File: config.mk
export PLATFORM = sky130hd
export DESIGN_NAME = phspc_top
export DESIGN_NICKNAME = d
export VERILOG_FILES = /design/src/logic/phspc_pkg.sv /design/src/logic/phspc_pulse_if.sv /design/src/logic/phspc_top.sv /design/src/logic/phspc_pulse_timer.sv
export SDC_FILE = /design/constraint.sdc
export NUM_CORES = 1
export LEC_CHECK = 0
export BUFFER_PORTS_ARGS = -buffer_cell sky130_fd_sc_hd__buf_2
export CAP_MARGIN = 20
export CORE_MARGIN = 2
export CORE_UTILIZATION = 40
export DETAILED_ROUTE_END_ITERATION = 10
export GPL_TIMING_DRIVEN = 0
export PLACE_DENSITY_LB_ADDON = 0.2
export SLEW_MARGIN = 20
export SYNTH_ARGS = -nofsm -noshare
export SYNTH_HDL_FRONTEND = slang
export SYNTH_SLANG_ARGS = --single-unit
File: constraint.sdc
create_clock -name clk -period 2.5 [get_ports clk]
set_clock_uncertainty 0.1 [all_clocks]
set_input_delay 0.75 -clock clk [delete_from_list [all_inputs] [get_ports clk]]
set_output_delay 0.75 -clock clk [all_outputs]
set_load 0.005 [all_outputs]
File: src/logic/phspc_pkg.sv
// Package: register map, field positions, reset values and pulse timing for the alert block
package phspc_pkg;

  // ==========================================================
  // Register map
  localparam logic [7:0]  PHSPC_ADDR_LO      = 8'h22;
  localparam logic [7:0]  PHSPC_ADDR_HI      = 8'h23;
  localparam logic [15:0] PHSPC_RESET_VALUE  = 16'hA800;

  // ==========================================================
  // Field positions inside the high byte
  localparam int PHSPC_HI_RSVD_ONE    = 7;
  localparam int PHSPC_HI_STRETCH_EN  = 6;
  localparam int PHSPC_HI_WIDTH_MSB   = 5;
  localparam int PHSPC_HI_WIDTH_LSB   = 4;
  localparam int PHSPC_HI_PULSE_CLEAR = 3;
  localparam int PHSPC_HI_FAIL_FLAG   = 1;
  localparam int PHSPC_HI_EXIT_FLAG   = 0;

  // ==========================================================
  // Reset values of the fields
  localparam logic       PHSPC_RST_STRETCH_EN = 1'h0;
  localparam logic [1:0] PHSPC_RST_WIDTH      = 2'h2;
  localparam logic       PHSPC_RST_CLEAR      = 1'h1;
  localparam logic [7:0] PHSPC_RST_FLAGS      = 8'h00;

  // ==========================================================
  // Width encodings
  localparam logic [1:0] PHSPC_WIDTH_100US = 2'h0;
  localparam logic [1:0] PHSPC_WIDTH_1MS   = 2'h1;
  localparam logic [1:0] PHSPC_WIDTH_10MS  = 2'h2;
  localparam logic [1:0] PHSPC_WIDTH_5MS   = 2'h3;

  // ==========================================================
  // Timing
  localparam int unsigned PHSPC_CLK_PERIOD_NS = 50;
  localparam int unsigned PHSPC_T100US_NS     = 100000;
  localparam int unsigned PHSPC_T1MS_NS       = 1000000;
  localparam int unsigned PHSPC_T10MS_NS      = 10000000;
  localparam int unsigned PHSPC_T5MS_NS       = 5000000;
  localparam int unsigned PHSPC_CYC_100US =
    (PHSPC_T100US_NS + PHSPC_CLK_PERIOD_NS - 1) / PHSPC_CLK_PERIOD_NS;
  localparam int unsigned PHSPC_CYC_1MS =
    (PHSPC_T1MS_NS + PHSPC_CLK_PERIOD_NS - 1) / PHSPC_CLK_PERIOD_NS;
  localparam int unsigned PHSPC_CYC_10MS =
    (PHSPC_T10MS_NS + PHSPC_CLK_PERIOD_NS - 1) / PHSPC_CLK_PERIOD_NS;
  localparam int unsigned PHSPC_CYC_5MS =
    (PHSPC_T5MS_NS + PHSPC_CLK_PERIOD_NS - 1) / PHSPC_CLK_PERIOD_NS;
  localparam int          PHSPC_CNT_W     = 18;

  // ==========================================================
  // Protection mode
  localparam logic [2:0] PHSPC_FAIL_LIMIT = 3'h7;

  typedef enum logic [1:0]
  {
    PHSPC_PROT_IDLE    = 2'h0,
    PHSPC_PROT_ACTIVE  = 2'h1,
    PHSPC_PROT_LATCHED = 2'h3
  } phspc_prot_state_t;

endpackage

File: src/logic/phspc_pulse_if.sv
// Interface: control and status between the register bank and the pulse timer
`timescale 1ns/1ps
`default_nettype none
interface phspc_pulse_if;
  import phspc_pkg::*;
  logic                   start;
  logic                   stretch_en;
  logic                   clear;
  logic [PHSPC_CNT_W-1:0] term_cnt;
  logic                   active;
  modport ctrl (output start, output stretch_en, output clear, output term_cnt, input active);
  modport tmr  (input start, input stretch_en, input clear, input term_cnt, output active);
endinterface
`default_nettype wire

File: src/logic/phspc_top.sv
// Processor-hot status register, alert pulse control and protection-mode status
//
// Contract
// - With stretch enabled the alert pin stays low after a trigger until the host writes the clear bit to zero; enable resets to 0.
// - With stretch disabled the alert pulse lasts at least the width picked by the 2-bit field (100us, 1ms, 10ms default, 5ms).
// - With stretch enabled a host write of zero to the clear bit ends the pulse and releases the pin; the bit idles at one.
// - Seven consecutive failed supply loads in protection mode set the protection failure flag.
// - After such a failure the mode is left and stays latched off until the host writes the failure flag to zero.
// - Protection mode is left when the host disables it or when any charger fault occurs.
// - While the protection exit flag is set the alert pin is held low until the host writes that flag to zero; it resets to 0.
// - The low byte holds eight trigger-source flags, each reading 1 when triggered and resetting to 0.
`timescale 1ns/1ps
`default_nettype none
module phspc_top
  import phspc_pkg::*;
#(
  parameter int unsigned CYC_100US = PHSPC_CYC_100US,
  parameter int unsigned CYC_1MS   = PHSPC_CYC_1MS,
  parameter int unsigned CYC_10MS  = PHSPC_CYC_10MS,
  parameter int unsigned CYC_5MS   = PHSPC_CYC_5MS
)
(
  // Clock and reset
  input  wire logic       clk,
  input  wire logic       arst_n,
  // Register port
  input  wire logic       reg_wr,
  input  wire logic       reg_rd,
  input  wire logic [7:0] reg_addr,
  input  wire logic [7:0] reg_wdata,
  output var  logic [7:0] reg_rdata,
  output var  logic       reg_rvalid,
  // Trigger sources
  input  wire logic [7:0] trig_event,
  input  wire logic [7:0] trig_enable,
  // Protection mode
  input  wire logic       prot_enable,
  input  wire logic       charger_fault,
  input  wire logic       prot_load_fail,
  input  wire logic       prot_load_ok,
  output logic            prot_active,
  output logic            prot_latched_off,
  // Open-drain alert pin
  input  wire logic       processor_hot_alert_pin_i,
  output logic            processor_hot_alert_pin_o,
  output logic            processor_hot_alert_pin_oe
);

  // ==========================================================
  // Parameter checks
  localparam int unsigned CNT_MAX = (1 << PHSPC_CNT_W) - 1;
  if (CYC_100US == 0 || CYC_1MS == 0 || CYC_10MS == 0 || CYC_5MS == 0 ||
      CYC_100US > CNT_MAX || CYC_1MS > CNT_MAX || CYC_10MS > CNT_MAX || CYC_5MS > CNT_MAX)
  begin : g_bad_cnt
    $error("pulse width counts must lie between 1 and the counter range");
  end

  // ==========================================================
  // Write decode
  wire logic wr_hi = reg_wr && (reg_addr == PHSPC_ADDR_HI);
  wire logic wr_lo = reg_wr && (reg_addr == PHSPC_ADDR_LO);
  wire logic clr_pulse = wr_hi && !reg_wdata[PHSPC_HI_PULSE_CLEAR];
  wire logic clr_fail  = wr_hi && !reg_wdata[PHSPC_HI_FAIL_FLAG];
  wire logic clr_exit  = wr_hi && !reg_wdata[PHSPC_HI_EXIT_FLAG];
  wire logic [7:0] clr_src = wr_lo ? ~reg_wdata : 8'h00;

  // ==========================================================
  // Control fields
  logic       stretch_en_reg;
  logic [1:0] width_reg;
  logic       clear_reg;

  // The clear bit reads back zero for one cycle after a clear, then idles at one
  always_ff @(posedge clk or negedge arst_n)
  begin
    if (!arst_n)
    begin
      stretch_en_reg <= PHSPC_RST_STRETCH_EN;
      width_reg      <= PHSPC_RST_WIDTH;
      clear_reg      <= PHSPC_RST_CLEAR;
    end
    else if (wr_hi)
    begin
      stretch_en_reg <= reg_wdata[PHSPC_HI_STRETCH_EN];
      width_reg      <= reg_wdata[PHSPC_HI_WIDTH_MSB:PHSPC_HI_WIDTH_LSB];
      clear_reg      <= reg_wdata[PHSPC_HI_PULSE_CLEAR];
    end
    else
      clear_reg <= PHSPC_RST_CLEAR;
  end

  // ==========================================================
  // Trigger-source flags
  logic [7:0] src_flag_reg;
  wire  logic [7:0] trig_hit = trig_event & trig_enable;
  wire  logic       any_trig = |trig_hit;

  // Set wins over a clear written in the same cycle
  always_ff @(posedge clk or negedge arst_n)
  begin
    if (!arst_n)
      src_flag_reg <= PHSPC_RST_FLAGS;
    else
      src_flag_reg <= (src_flag_reg & ~clr_src) | trig_hit;
  end

  // ==========================================================
  // Protection mode
  phspc_prot_state_t prot_state_reg;
  phspc_prot_state_t prot_state_next;
  logic [2:0]        fail_cnt_reg;
  logic              fail_flag_reg;
  logic              exit_flag_reg;

  wire logic in_prot    = (prot_state_reg == PHSPC_PROT_ACTIVE);
  wire logic prot_leave = in_prot && (!prot_enable || charger_fault);
  wire logic fail_limit = in_prot && prot_load_fail && !prot_leave &&
                          (fail_cnt_reg == PHSPC_FAIL_LIMIT - 3'h1);

  always_comb
  begin
    prot_state_next = prot_state_reg;
    case (prot_state_reg)
      PHSPC_PROT_IDLE:
        if (prot_enable && !charger_fault)
          prot_state_next = PHSPC_PROT_ACTIVE;
      PHSPC_PROT_ACTIVE:
        if (prot_leave)
          prot_state_next = PHSPC_PROT_IDLE;
        else if (fail_limit)
          prot_state_next = PHSPC_PROT_LATCHED;
      PHSPC_PROT_LATCHED:
        if (!fail_flag_reg)
          prot_state_next = PHSPC_PROT_IDLE;
      default:
        prot_state_next = PHSPC_PROT_IDLE;
    endcase
  end

  // A success breaks the run, so only back-to-back failures count
  always_ff @(posedge clk or negedge arst_n)
  begin
    if (!arst_n)
    begin
      prot_state_reg <= PHSPC_PROT_IDLE;
      fail_cnt_reg   <= 3'h0;
    end
    else
    begin
      prot_state_reg <= prot_state_next;
      if (!in_prot || prot_load_ok || fail_limit)
        fail_cnt_reg <= 3'h0;
      else if (prot_load_fail)
        fail_cnt_reg <= fail_cnt_reg + 3'h1;
    end
  end

  always_ff @(posedge clk or negedge arst_n)
  begin
    if (!arst_n)
    begin
      fail_flag_reg <= 1'b0;
      exit_flag_reg <= 1'b0;
    end
    else
    begin
      fail_flag_reg <= fail_limit | (fail_flag_reg & ~clr_fail);
      exit_flag_reg <= prot_leave | (exit_flag_reg & ~clr_exit);
    end
  end

  assign prot_active      = in_prot;
  assign prot_latched_off = (prot_state_reg == PHSPC_PROT_LATCHED);

  // ==========================================================
  // Pulse timer
  phspc_pulse_if pif ();

  assign pif.start      = any_trig;
  assign pif.stretch_en = stretch_en_reg;
  assign pif.clear      = clr_pulse;
  assign pif.term_cnt   = (width_reg == PHSPC_WIDTH_100US) ? PHSPC_CNT_W'(CYC_100US) :
                          (width_reg == PHSPC_WIDTH_1MS)   ? PHSPC_CNT_W'(CYC_1MS)   :
                          (width_reg == PHSPC_WIDTH_10MS)  ? PHSPC_CNT_W'(CYC_10MS)  :
                                                             PHSPC_CNT_W'(CYC_5MS);

  phspc_pulse_timer u_timer
  (
    .clk    (clk),
    .arst_n (arst_n),
    .pif    (pif.tmr)
  );

  // Open drain: only ever pulls low
  assign processor_hot_alert_pin_o  = 1'b0;
  assign processor_hot_alert_pin_oe = pif.active | exit_flag_reg;

  // ==========================================================
  // Read path
  wire logic [7:0] hi_byte = {1'b1, stretch_en_reg, width_reg, clear_reg, 1'b0, fail_flag_reg, exit_flag_reg};
  wire logic [7:0] rd_mux  = (reg_addr == PHSPC_ADDR_HI) ? hi_byte :
                             (reg_addr == PHSPC_ADDR_LO) ? src_flag_reg : 8'h00;

  // Pin level is neither sampled nor read back; it only ties off the input port
  wire logic unused_pin = processor_hot_alert_pin_i;

  always_ff @(posedge clk or negedge arst_n)
  begin
    if (!arst_n)
    begin
      reg_rdata  <= 8'h00;
      reg_rvalid <= 1'b0;
    end
    else
    begin
      reg_rvalid <= reg_rd;
      if (reg_rd)
        reg_rdata <= rd_mux;
    end
  end

  // ==========================================================
  // Checks
  chk_trigger_pulls_low: assert property (@(posedge clk) disable iff (!arst_n)
    any_trig |=> processor_hot_alert_pin_oe && ((src_flag_reg & $past(trig_hit)) == $past(trig_hit)))
    else $error("trigger did not pull the alert pin low and set its flag");

  chk_exit_holds_pin: assert property (@(posedge clk) disable iff (!arst_n)
    exit_flag_reg && !clr_exit |=> exit_flag_reg && processor_hot_alert_pin_oe)
    else $error("exit flag or alert pin dropped without a host clear");

  chk_flags_sticky: assert property (@(posedge clk) disable iff (!arst_n)
    !wr_lo |=> (src_flag_reg & $past(src_flag_reg)) == $past(src_flag_reg))
    else $error("trigger flag cleared without a host write");

  chk_seventh_fail_latch: assert property (@(posedge clk) disable iff (!arst_n)
    in_prot && prot_enable && !charger_fault && prot_load_fail && fail_cnt_reg == 3'h6
    |=> fail_flag_reg && prot_latched_off)
    else $error("seventh failure did not latch the mode off");

  // The flag clears one edge before the state leaves, so the flag is part of the antecedent
  chk_latch_until_clear: assert property (@(posedge clk) disable iff (!arst_n)
    prot_latched_off && fail_flag_reg && !clr_fail |=> prot_latched_off && fail_flag_reg)
    else $error("latched-off state left without a host clear");

  chk_fault_exits_mode: assert property (@(posedge clk) disable iff (!arst_n)
    in_prot && (charger_fault || !prot_enable) |=> !in_prot && exit_flag_reg)
    else $error("protection mode not left on fault or disable");

  chk_clear_releases_pin: assert property (@(posedge clk) disable iff (!arst_n)
    stretch_en_reg && pif.active && clr_pulse && !any_trig && !exit_flag_reg && !prot_leave
    |=> !processor_hot_alert_pin_oe)
    else $error("host clear did not release the stretched alert");

endmodule
`default_nettype wire

File: src/logic/phspc_pulse_timer.sv
// Alert pulse timer: minimum low width or host-cleared stretch
`timescale 1ns/1ps
`default_nettype none
module phspc_pulse_timer
  import phspc_pkg::*;
(
  // Clock and reset
  input  wire logic    clk,
  input  wire logic    arst_n,
  // Control
  phspc_pulse_if.tmr   pif
);

  // ==========================================================
  // Counter
  logic [PHSPC_CNT_W-1:0] cnt_reg;
  logic                   active_reg;
  wire logic              cnt_zero = (cnt_reg == '0);
  wire logic              release_now = pif.stretch_en ? pif.clear : cnt_zero;

  // A new trigger restarts the width, so with stretch disabled the last event always gets full width
  always_ff @(posedge clk or negedge arst_n)
  begin
    if (!arst_n)
    begin
      cnt_reg    <= '0;
      active_reg <= 1'b0;
    end
    else if (pif.start)
    begin
      cnt_reg    <= pif.term_cnt - PHSPC_CNT_W'(1);
      active_reg <= 1'b1;
    end
    else
    begin
      if (!cnt_zero)
        cnt_reg <= cnt_reg - PHSPC_CNT_W'(1);
      if (active_reg && release_now)
        active_reg <= 1'b0;
    end
  end

  assign pif.active = active_reg;

  // ==========================================================
  // Checks
  chk_width_holds_min: assert property (@(posedge clk) disable iff (!arst_n)
    active_reg && !pif.stretch_en && !cnt_zero |=> active_reg)
    else $error("alert pulse ended before its minimum width");

  chk_width_ends_on_time: assert property (@(posedge clk) disable iff (!arst_n)
    active_reg && !pif.stretch_en && cnt_zero && !pif.start |=> !active_reg)
    else $error("alert pulse outlasted its width");

  chk_stretch_holds_low: assert property (@(posedge clk) disable iff (!arst_n)
    active_reg && pif.stretch_en && !pif.clear |=> active_reg)
    else $error("stretched pulse ended without a host clear");

endmodule
`default_nettype wire

==> flow_summary.toml, run 1 <==
[layout]
drive_above_1_share_pct = 26.60
largest_reg_flops = 18
antenna_cells = 0
area_growth_pct = 20.69
nets = 360
fin_cells = 387

[timing]
fin_setup_tns_ns = 0
fin_crit_sh_pct = 92.45
maxSlewHeadroom_pct = 60.45
tightest_slew_ns = 0.5932
max_freq_mhz = 432.7
maxSlewViolCount = 0
final-setup-viol-count = 0
rsz0062_at_grt = "no"
period_needed_ns = 2.311
finalHoldViolCount = 0

[die]
core_area_um2 = 5886
initial_utilization_pct = 41.31
io_pins = 54
rows = 28
die_width_um = 81.96
die_h_um = 81.96
die_area_um2 = 6717

[global_route]
grt_pass1_vias = 1955
gr-total-overflow = 0
track_usage_pct = 17.28
grt_antenna_before_repair = 0
grt_max_degree = 48
grt_first_pass_wirelength_um = 8790

[run]
cap_viol_max_count = 0

[pwr]
power.density_nw_per_um2 = 542.7
cellLeakagePower_nw = 1.253
total_power_mw = 1.592
ir_worst_vdd_v = 0.0002395

[synth]
syn_nets = 300
synth_cells = 251
synth_edf_count = 0
synth_area_leaders = "dfrtp_1 (46%), nand2_1 (5.4%), o21ai_0 (5.1%), ha_1 (4.1%), a21oi_1 (3.1%)"
syn_avg_cell_area_um2 = 9.686
synthFlopType = "dfrtp_1"
syn_area_um2 = 2431
ys_seq_area_share_pct = 48.48
synth_top_cell_by_area = "dfrtp_1"
yosys_warnings = 0
synth_top_area_share_pct = 46.32
ys_async_sr_fraction_pct = 100.0
yosys_register_bits = 47
synth.distinct_cells = 47

[setup_path]
cp_max_fo = 10
cp.required_ns = 2.62
ff2ff_path_depth = 5
path_class = "primary input to flop"
end_kind = "flop"
cp.arrival_ns = 2.43
start_kind = "primary input"

[cts]
clk_latency_ns = 0.30
clockBufferDepth = 2
cts.sinks = 47
cts.reportedPaths.clkPinSlew_ns = 0.09
tritoncts = "yes"
htreeDepth = 2
cts-root-buf = "clkbuf_8"
holdBufCountCts = 0
cts_made_buffers = 5

[route]
vias = 1976
routed_wl_um = 5189
antenna_left = 0
drt_pass1_iterations = 4
vias_per_cell = 5.106
post_drt_wl_per_cell_um = 13.41
drcViolationCount = 0
drtIter0Drc = 61

[placed_design]
portBuffers = 51
hpwl_um = 3846
place.gp.congestion = 0.8274
dp.cells = 377

[run_status]
run_status = "complete, no violations"

[worst_hold_path]
hp-class = "primary input to asynchronous set/reset pin"
-- cells in the mapped netlist, types with 2 or more instances --
cell / instances
o21ai_0: 25
nand4_1: 7
nor4_1: 4
xor2_1: 5
and2_1: 3
nand2_1: 35
nor4_2: 2
mux2_4: 3
o31ai_1: 2
or3_1: 2
dfrtp_1: 45
a31oi_1: 2
mux2i_1: 3
a21oi_1: 15
nand4b_1: 2
nor3_4: 2
dfstp_2: 2
clkbuf_1: 6
nor3_1: 2
ha_1: 8
or2_2: 3
xnor2_1: 8
inv_1: 11
a22oi_1: 6
nand3_1: 7
nor2_1: 20
-- kinds of logic after synthesis --
family	Yosys count	synth area share, %
XOR/XNOR	13	4.684
buffers and inverters	19	3.139
multiplexers	6	3.088
other	1	0.1543
AND/OR/NAND/NOR	99	22.54
flip-flops	47	48.48
adder cells (fa/ha/maj)	8	4.118
AO/OA/AOI/OAI	58	13.79
-- report_power, final --
group / internal [mW] / switching, mW
clock network: 0.324 / 0.255
registers: 0.792 / 0.0289
logic: 0.0865 / 0.106
-- worst paths after layout --
check / slack (ns) / end / from
setup / recovery: 0.19 / u_timer.cnt_reg[6] / trig_event[1]
hold / removal: 0.35 / u_timer.pif.active / arst_n
setup reg to reg: 0.44 / u_timer.pif.active / u_timer.cnt_reg[15]
hold reg to reg: 0.41 / reg_rdata[2] / src_flag_reg[2]
max in group asynchronous: 1.55 / src_flag_reg[1] / arst_n
min in group clk: 0.41 / reg_rdata[2] / src_flag_reg[2]
-- cell usage in the layout, fill, tap and decap left out, types with 4 or more instances in the layout --
cell type,netlist,routed
nor4_1,4,4
nand3_1,7,7
clkbuf_8,0,6
nand2_1,35,35
xnor2_1,8,8
a22oi_1,6,6
o21ai_0,25,25
ha_1,8,8
nand4_1,7,7
dfrtp_1,45,45
buf_2,0,50
buf_4,1,4
xor2_1,5,5
inv_1,11,11
clkbuf_1,6,4
nor2_1,20,19
a21oi_1,15,15
-- per-layer routing --
layer	up-vias	global-route usage [%]	share of wire, %
li1	997	-	-
met1	928	21.67	47
met2	49	29.43	47
met3	2	4.945	5.6
met4	0	4.000	0.25
met5	-	0	0
-- worst max-delay path, cell delays in order --
cell and delay, ns:
buf_2 0.09, nand2_1 0.08, nand4_1 0.22, nor2_4 0.19, buf_6 0.15, nand2_1 0.06
ha_1 0.23, clkbuf_4 0.20, nand2_1 0.09, xnor2_1 0.13, a21oi_1 0.09, a31oi_1 0.15
-- metrics by stage --
step | worst slack, ns | area, um^2 | hold slack, ns | util (%)
2_1_floorplan | 0.02521 | 2440 | 0.3544 | -
3_3_place_gp | -0.5215 | 2789 | 0.3905 | 47.39
3_5_place_dp | -0.5126 | 2789 | 0.3868 | 47.39
4_1_cts | 0.01980 | 2915 | 0.4134 | 49.53
5_1_grt | 0.008914 | 2934 | 0.3960 | 49.85
6_report | 0.1887 | 2934 | 0.3547 | 49.85
-- final cells by class --
cell class | count | area [um^2]
buffer | 8 | 46.29
clock buffer | 6 | 82.58
clock inverter | 2 | 35.03
fill | 577 | 2952
inverter | 11 | 41.29
multi-input combinational | 185 | 1184
sequential | 47 | 1179
tap | 75 | 93.84
timing repair buffer | 53 | 272.8
-- repair_timing --
| item | CTS | global route |
|---|---|---|
| buffers inserted | 1 | 1 |
| endpoints found under the setup margin | 4 | 4 |
| cloned | 0 | 0 |
| pin swaps | 1 | 3 |
| resized for setup | 1 | 6 |
(Power assumes the default switching activity.)
==> run 2: changes to the inputs <==
--- a/config.mk
+++ b/config.mk
@@ -5,6 +5,7 @@
 export SDC_FILE = /design/constraint.sdc
 export NUM_CORES = 1
 export LEC_CHECK = 0
+export ABC_AREA = 1
 export BUFFER_PORTS_ARGS = -buffer_cell sky130_fd_sc_hd__buf_2
 export CAP_MARGIN = 20
 export CORE_MARGIN = 2
==> run 2 against run 1 <==
Clock-buffer cell count is 1 lower; non-clock buffer count is 1 lower; wire length is 14% higher; sequential power is 3.0% higher; clock power is 15% lower; global-route usage is 0.38 points higher; final cell count is 22% higher; area after synthesis is 11% higher; sequential share of layout area is 2.9 points lower; highest routed layer unchanged.
==> flow_summary.toml, run 2 <==
[run_status]
run_status = "complete, no violations"

[cts]
cts.sinks = 47
cts-root-buf = "clkbuf_8"
tritoncts = "yes"
holdBufCountCts = 0
htreeDepth = 2
clockBufferDepth = 2
cts_made_buffers = 5
cts.reportedPaths.clkPinSlew_ns = 0.10
clk_latency_ns = 0.31

[die]
die_area_um2 = 7411
rows = 29
core_area_um2 = 6422
initial_utilization_pct = 41.96
die_h_um = 86.09
io_pins = 54
die_width_um = 86.09

[timing]
max_freq_mhz = 416.3
finalHoldWorstSlack_ns = 0.3318
layout_setup_ws_ns = 0.09805
fin_setup_tns_ns = 0
maxSlewViolCount = 0
final-setup-viol-count = 0
rsz0062_at_grt = "yes"
fin_crit_sh_pct = 96.08
maxSlewHeadroom_pct = 61.10
period_needed_ns = 2.402
tightest_slew_ns = 0.5834
finalHoldViolCount = 0

[worst_hold_path]
hp-class = "primary input to asynchronous set/reset pin"

[placed_design]
portBuffers = 50
dp.cells = 462
hpwl_um = 4617
place.gp.congestion = 0.8851
pre_cts_slack_ns = -0.2716

[global_route]
grt_antenna_before_repair = 0
grt_max_degree = 48
grt_pass1_vias = 2332
grt_first_pass_wirelength_um = 10320
track_usage_pct = 17.66
gr-total-overflow = 0

[layout]
fin_cells = 473
fin_util_pct = 49.29
final_common_cell = "nand2_1"
layout_common_cells = "nand2_1 (83), buf_2 (50), dfrtp_1 (45), inv_1 (35), nor2_1 (33)"
antenna_cells = 0
drive_above_1_share_pct = 24.75
largest_reg_flops = 18
area_growth_pct = 17.46
nets = 444

[synth]
syn_avg_cell_area_um2 = 8.045
ys_async_sr_fraction_pct = 100.0
synth_top_family_by_area = "simple AND/OR/NAND/NOR gates"
synthSimpleGateAreaFrac_pct = 34.40
synth_top_area_share_pct = 41.78
synth_area_leaders = "dfrtp_1 (42%), nand2_1 (12%), inv_1 (4.9%), nor2_1 (4.7%), nand3_1 (3.9%)"
syn_area_um2 = 2695
syn_nets = 384
ys_seq_area_share_pct = 43.73
synthAdderAreaFrac_pct = 3.714
yosys_warnings = 0
synthMostInstantiatedCell = "nand2_1"
synth_cells = 335
synth_edf_count = 0
yosys_register_bits = 47
synth.area.mux_share_pct = 0
synth.distinct_cells = 34
synth_common_cells = "nand2_1 (83), dfrtp_1 (45), inv_1 (35), nor2_1 (34), nand3_1 (21)"
synth_compound_area_share_pct = 9.564
synthFlopType = "dfrtp_1"
synth_top_cell_by_area = "dfrtp_1"
yosys.area_share.xor_xnor_pct = 1.300

[setup_path]
ff2ff_path_depth = 10
cp_max_fo = 10
regToRegStartpoint = "width_reg[1]"
cp.required_ns = 2.64
crit_path_start = "trig_event[4]"
cp.arrival_ns = 2.54
start_kind = "primary input"
end_kind = "flop"
path_class = "primary input to flop"

[route]
drtIter0Drc = 92
antenna_left = 0
drcViolationCount = 0
vias = 2362
vias_per_cell = 4.994
post_drt_wl_per_cell_um = 12.55
routed_wl_um = 5936
drt_pass1_iterations = 4

[run]
cap_viol_max_count = 0

[pwr]
power.density_nw_per_um2 = 525.7
cellLeakagePower_nw = 1.554
ir_worst_vdd_v = 0.0002569
run 2: cell count changes in the layout (fill, tap and decap cells not counted), moves of 6 or more:
cell and change:
nand2_2 +8, a22oi_1 -6, nor2_1 +14, xnor2_1 -8
o21ai_0 -6, nand2_1 +48, nand3_1 +14, inv_1 +24
run 2: path summary, 6_finish.rpt:
path | endpoint | slack [ns]
setup / recovery | u_timer.cnt_reg[6] | 0.1
hold / removal | reg_rdata[2] | 0.33
setup reg to reg | u_timer.cnt_reg[14] | 0.43
hold reg to reg | src_flag_reg[5] | 0.41
max in group asynchronous | u_timer.cnt_reg[2] | 1.57
min in group clk | src_flag_reg[5] | 0.41
run 2: worst max-delay path, cell delays in order:
cell	delay, ns
buf_2	0.09
nand2_1	0.10
nand2_2	0.11
nor2_8	0.18
nand2_8	0.11
buf_6	0.16
nor2_1	0.12
inv_1	0.06
ha_1	0.20
nand2_1	0.10
nor2_2	0.05
nand3_2	0.10
inv_2	0.07
or2_1	0.20
a21oi_1	0.12
run 2: what timing repair did:
item	in CTS	in global routing
buffers inserted	0	3
resized for setup	0	1
endpoints found under the setup margin	0	6
run 2: final cells by class:
class	count	area [um^2]
clock buffers	5	68.82
inverters	39	146.4
flip-flops and latches	47	1179
plain buffers	7	46.29
fillers	636	3257
well taps	77	96.34
clock inverters	3	27.53
multi-input cells	242	1326
repair buffers	53	275.3
run 2: cells by family (layout without fill, tap and decap cells):
kind of cell | Yosys count | in the layout
XOR/XNOR | 4 | 4
AND/OR/NAND/NOR | 186 | 186
adder cells (fa/ha/maj) | 8 | 8
AO/OA/AOI/OAI | 43 | 43
other | 1 | 1
flip-flops | 47 | 47
buffers and inverters | 46 | 107
run 2: per-layer routing:
layer | vias up | GRT usage, % | wire, um
met2 | 57 | 30.73 | 2777
met4 | 0 | 5.051 | 82
met1 | 1103 | 22.15 | 2752
li1 | 1196 | - | -
met3 | 6 | 3.561 | 324
met5 | - | 0 | 0
run 2: per-stage QoR:
| stage | area (um^2) | total power, mW |
|---|---|---|
| floorplan | 2695 | 1.071 |
| global placement | 3042 | 1.172 |
| detailed placement | 3042 | 1.178 |
| CTS | 3138 | 1.676 |
| global route | 3166 | 1.767 |
| finish | 3166 | 1.664 |
run 2: where the power goes:
| part | leakage, nW | internal [mW] | switching (mW) | total (mW) |
|---|---|---|---|---|
| logic | 0.979 | 0.123 | 0.200 | 0.323 |
| registers | 0.528 | 0.811 | 0.0344 | 0.846 |
| clock network | 0.0467 | 0.208 | 0.288 | 0.495 |
==> run 3: changes to the inputs <==
--- a/config.mk
+++ b/config.mk
@@ -8,6 +8,7 @@
 export ABC_AREA = 1
 export BUFFER_PORTS_ARGS = -buffer_cell sky130_fd_sc_hd__buf_2
 export CAP_MARGIN = 20
+export CORE_ASPECT_RATIO = 1.4
 export CORE_MARGIN = 2
 export CORE_UTILIZATION = 40
 export DETAILED_ROUTE_END_ITERATION = 10
==> run 3 against run 2 <==
Sequential cell count is the same; sequential power about the same; sequential share of layout area shrank 0.64 points; clock-buffer cell count grew 1; power up 11%; critical path depth unchanged; first-iteration DRC count fell by 47%; utilization fell by 0.26 points; wire length grew 6.6%; critical endpoint unchanged.
==> flow_summary.toml, run 3 (synthesis gave the netlist of run 2 again) <==
[timing]
maxSlewHeadroom_pct = 60.21
final-setup-viol-count = 0
finalHoldViolCount = 0
fin_setup_tns_ns = 0
period_needed_ns = 2.322
rsz0062_at_grt = "no"
max_freq_mhz = 430.6
tightest_slew_ns = 0.5968
fin_crit_sh_pct = 92.89
maxSlewViolCount = 0
layout_setup_ws_ns = 0.1777

[setup_path]
cp.arrival_ns = 2.45
ff2ff_path_depth = 9
cp.required_ns = 2.63
cp_max_fo = 10
start_kind = "primary input"
crit_path_start = "trig_enable[5]"
regToRegStartpoint = "width_reg[1]"
end_kind = "flop"
path_class = "primary input to flop"

[pwr]
ir_worst_vdd_v = 0.0003030
clkPwrFrac_pct = 36.3
pwr-share-seq_pct = 45.8
switching_share_pct = 27.68
combinationalPowerShare_pct = 17.8
power.density_nw_per_um2 = 573.9
p_int_mw = 1.337
power_switching_uw = 511.7
cellLeakagePower_nw = 1.580

[layout]
layout_common_cells = "nand2_1 (82), buf_2 (50), dfrtp_1 (45), inv_1 (35), nor2_1 (32)"
antenna_cells = 0
largest_reg_flops = 18
nets = 446
area_growth_pct = 19.50
final_common_cell = "nand2_1"
drive_above_1_share_pct = 25.63

[die]
initial_utilization_pct = 41.03
die_width_um = 73.38
io_pins = 54
die_h_um = 101.1
core_area_um2 = 6569
rows = 35
die_area_um2 = 7420

[route]
routed_wl_um = 6327
drcViolationCount = 0
vias = 2350
drt_pass1_iterations = 4
post_drt_wl_per_cell_um = 13.40
drtIter0Drc = 49
vias_per_cell = 4.979
antenna_left = 0

[global_route]
grt_antenna_before_repair = 0
grt_first_pass_wirelength_um = 10380
gr-total-overflow = 0
grt_max_degree = 48
track_usage_pct = 18.33
grt_pass1_vias = 2263

[placed_design]
place.gp.congestion = 0.8984
hpwl_um = 4834
pre_cts_slack_ns = -0.2949
portBuffers = 50

[cts]
cts-root-buf = "clkbuf_8"
holdBufCountCts = 0
cts.sinks = 47
tritoncts = "yes"
htreeDepth = 2
cts.reportedPaths.clkPinSlew_ns = 0.09
clk_latency_ns = 0.30
cts_made_buffers = 5
clockBufferDepth = 2

[run_status]
run_status = "complete, no violations"

[run]
cap_viol_max_count = 0

[worst_hold_path]
hp-class = "primary input to asynchronous set/reset pin"
==> run 3: cell count changes in the layout (fill, tap and decap cells not counted), sizes merged <==
cell	before	now
bufinv	0	2
clkinvlp	1	0
buf	58	60
clkbuf	7	8
inv	40	38
==> run 3: final timing paths <==
check | end | slack (ns)
worst max-delay path | u_timer.cnt_reg[6] | 0.18
worst min-delay path | src_flag_reg[2] | 0.34
worst max register to register | u_timer.cnt_reg[11] | 0.44
worst min register to register | src_flag_reg[5] | 0.41
max in group asynchronous | reg_rvalid | 1.56
min in group clk | src_flag_reg[5] | 0.41
==> run 3: per-stage QoR <==
step / power (mW) / cells / utilization (%) / hold WS (ns) / area (um^2)
2_1_floorplan: 1.071 / 335 / - / 0.3544 / 2695
3_3_place_gp: 1.175 / 459 / 46.25 / 0.3856 / 3038
3_5_place_dp: 1.181 / 459 / 46.25 / 0.3930 / 3038
4_1_cts: 1.850 / 467 / 48.27 / 0.4141 / 3171
5_1_grt: 1.940 / 472 / 49.03 / 0.3895 / 3221
6_report: 1.848 / 472 / 49.03 / 0.3389 / 3221
==> run 3: power groups by stage <==
stage,sequential [mW],clock (mW),combinational [mW]
finish,0.847,0.672,0.330
global route,0.852,0.715,0.373
CTS,0.847,0.681,0.322
detailed placement,0.863,0,0.319
global placement,0.861,0,0.314
floorplan,0.856,0,0.214
==> run 3: what timing repair did <==
| item | in CTS | in global routing |
|---|---|---|
| setup buffers | 0 | 5 |
| endpoints found under the setup margin | 0 | 6 |
| endpoints found under the hold margin | 0 | 0 |
| resized for setup | 0 | 4 |
==> run 3: final cells by class <==
type	count	area (um^2)
inverters	39	146.4
multi-input cells	242	1334
repair buffers	55	290.3
fillers	664	3348
clock inverters	2	60.06
plain buffers	7	46.29
clock buffers	6	72.57
well taps	74	92.59
flip-flops and latches	47	1179
==> run 3: critical path, stage by stage <==
cell and delay, ns:
buf_2 0.10, nand2_1 0.09, nand2_2 0.10, nor2_8 0.19, nand2_8 0.08, buf_6 0.15, nor2_2 0.09, inv_1 0.05
ha_2 0.17, nand2_1 0.08, nor2_2 0.05, nand3_2 0.11, inv_2 0.07, or2_1 0.22, a21oi_1 0.14
==> run 3: per-layer routing <==
layer / global-route usage, % / up-vias / share of wire (%)
met5: 0 / - / 0
met4: 8.531 / 0 / 3.9
met3: 3.400 / 19 / 3.4
met2: 33.54 / 57 / 53
met1: 19.97 / 1072 / 40
li1: - / 1202 / -
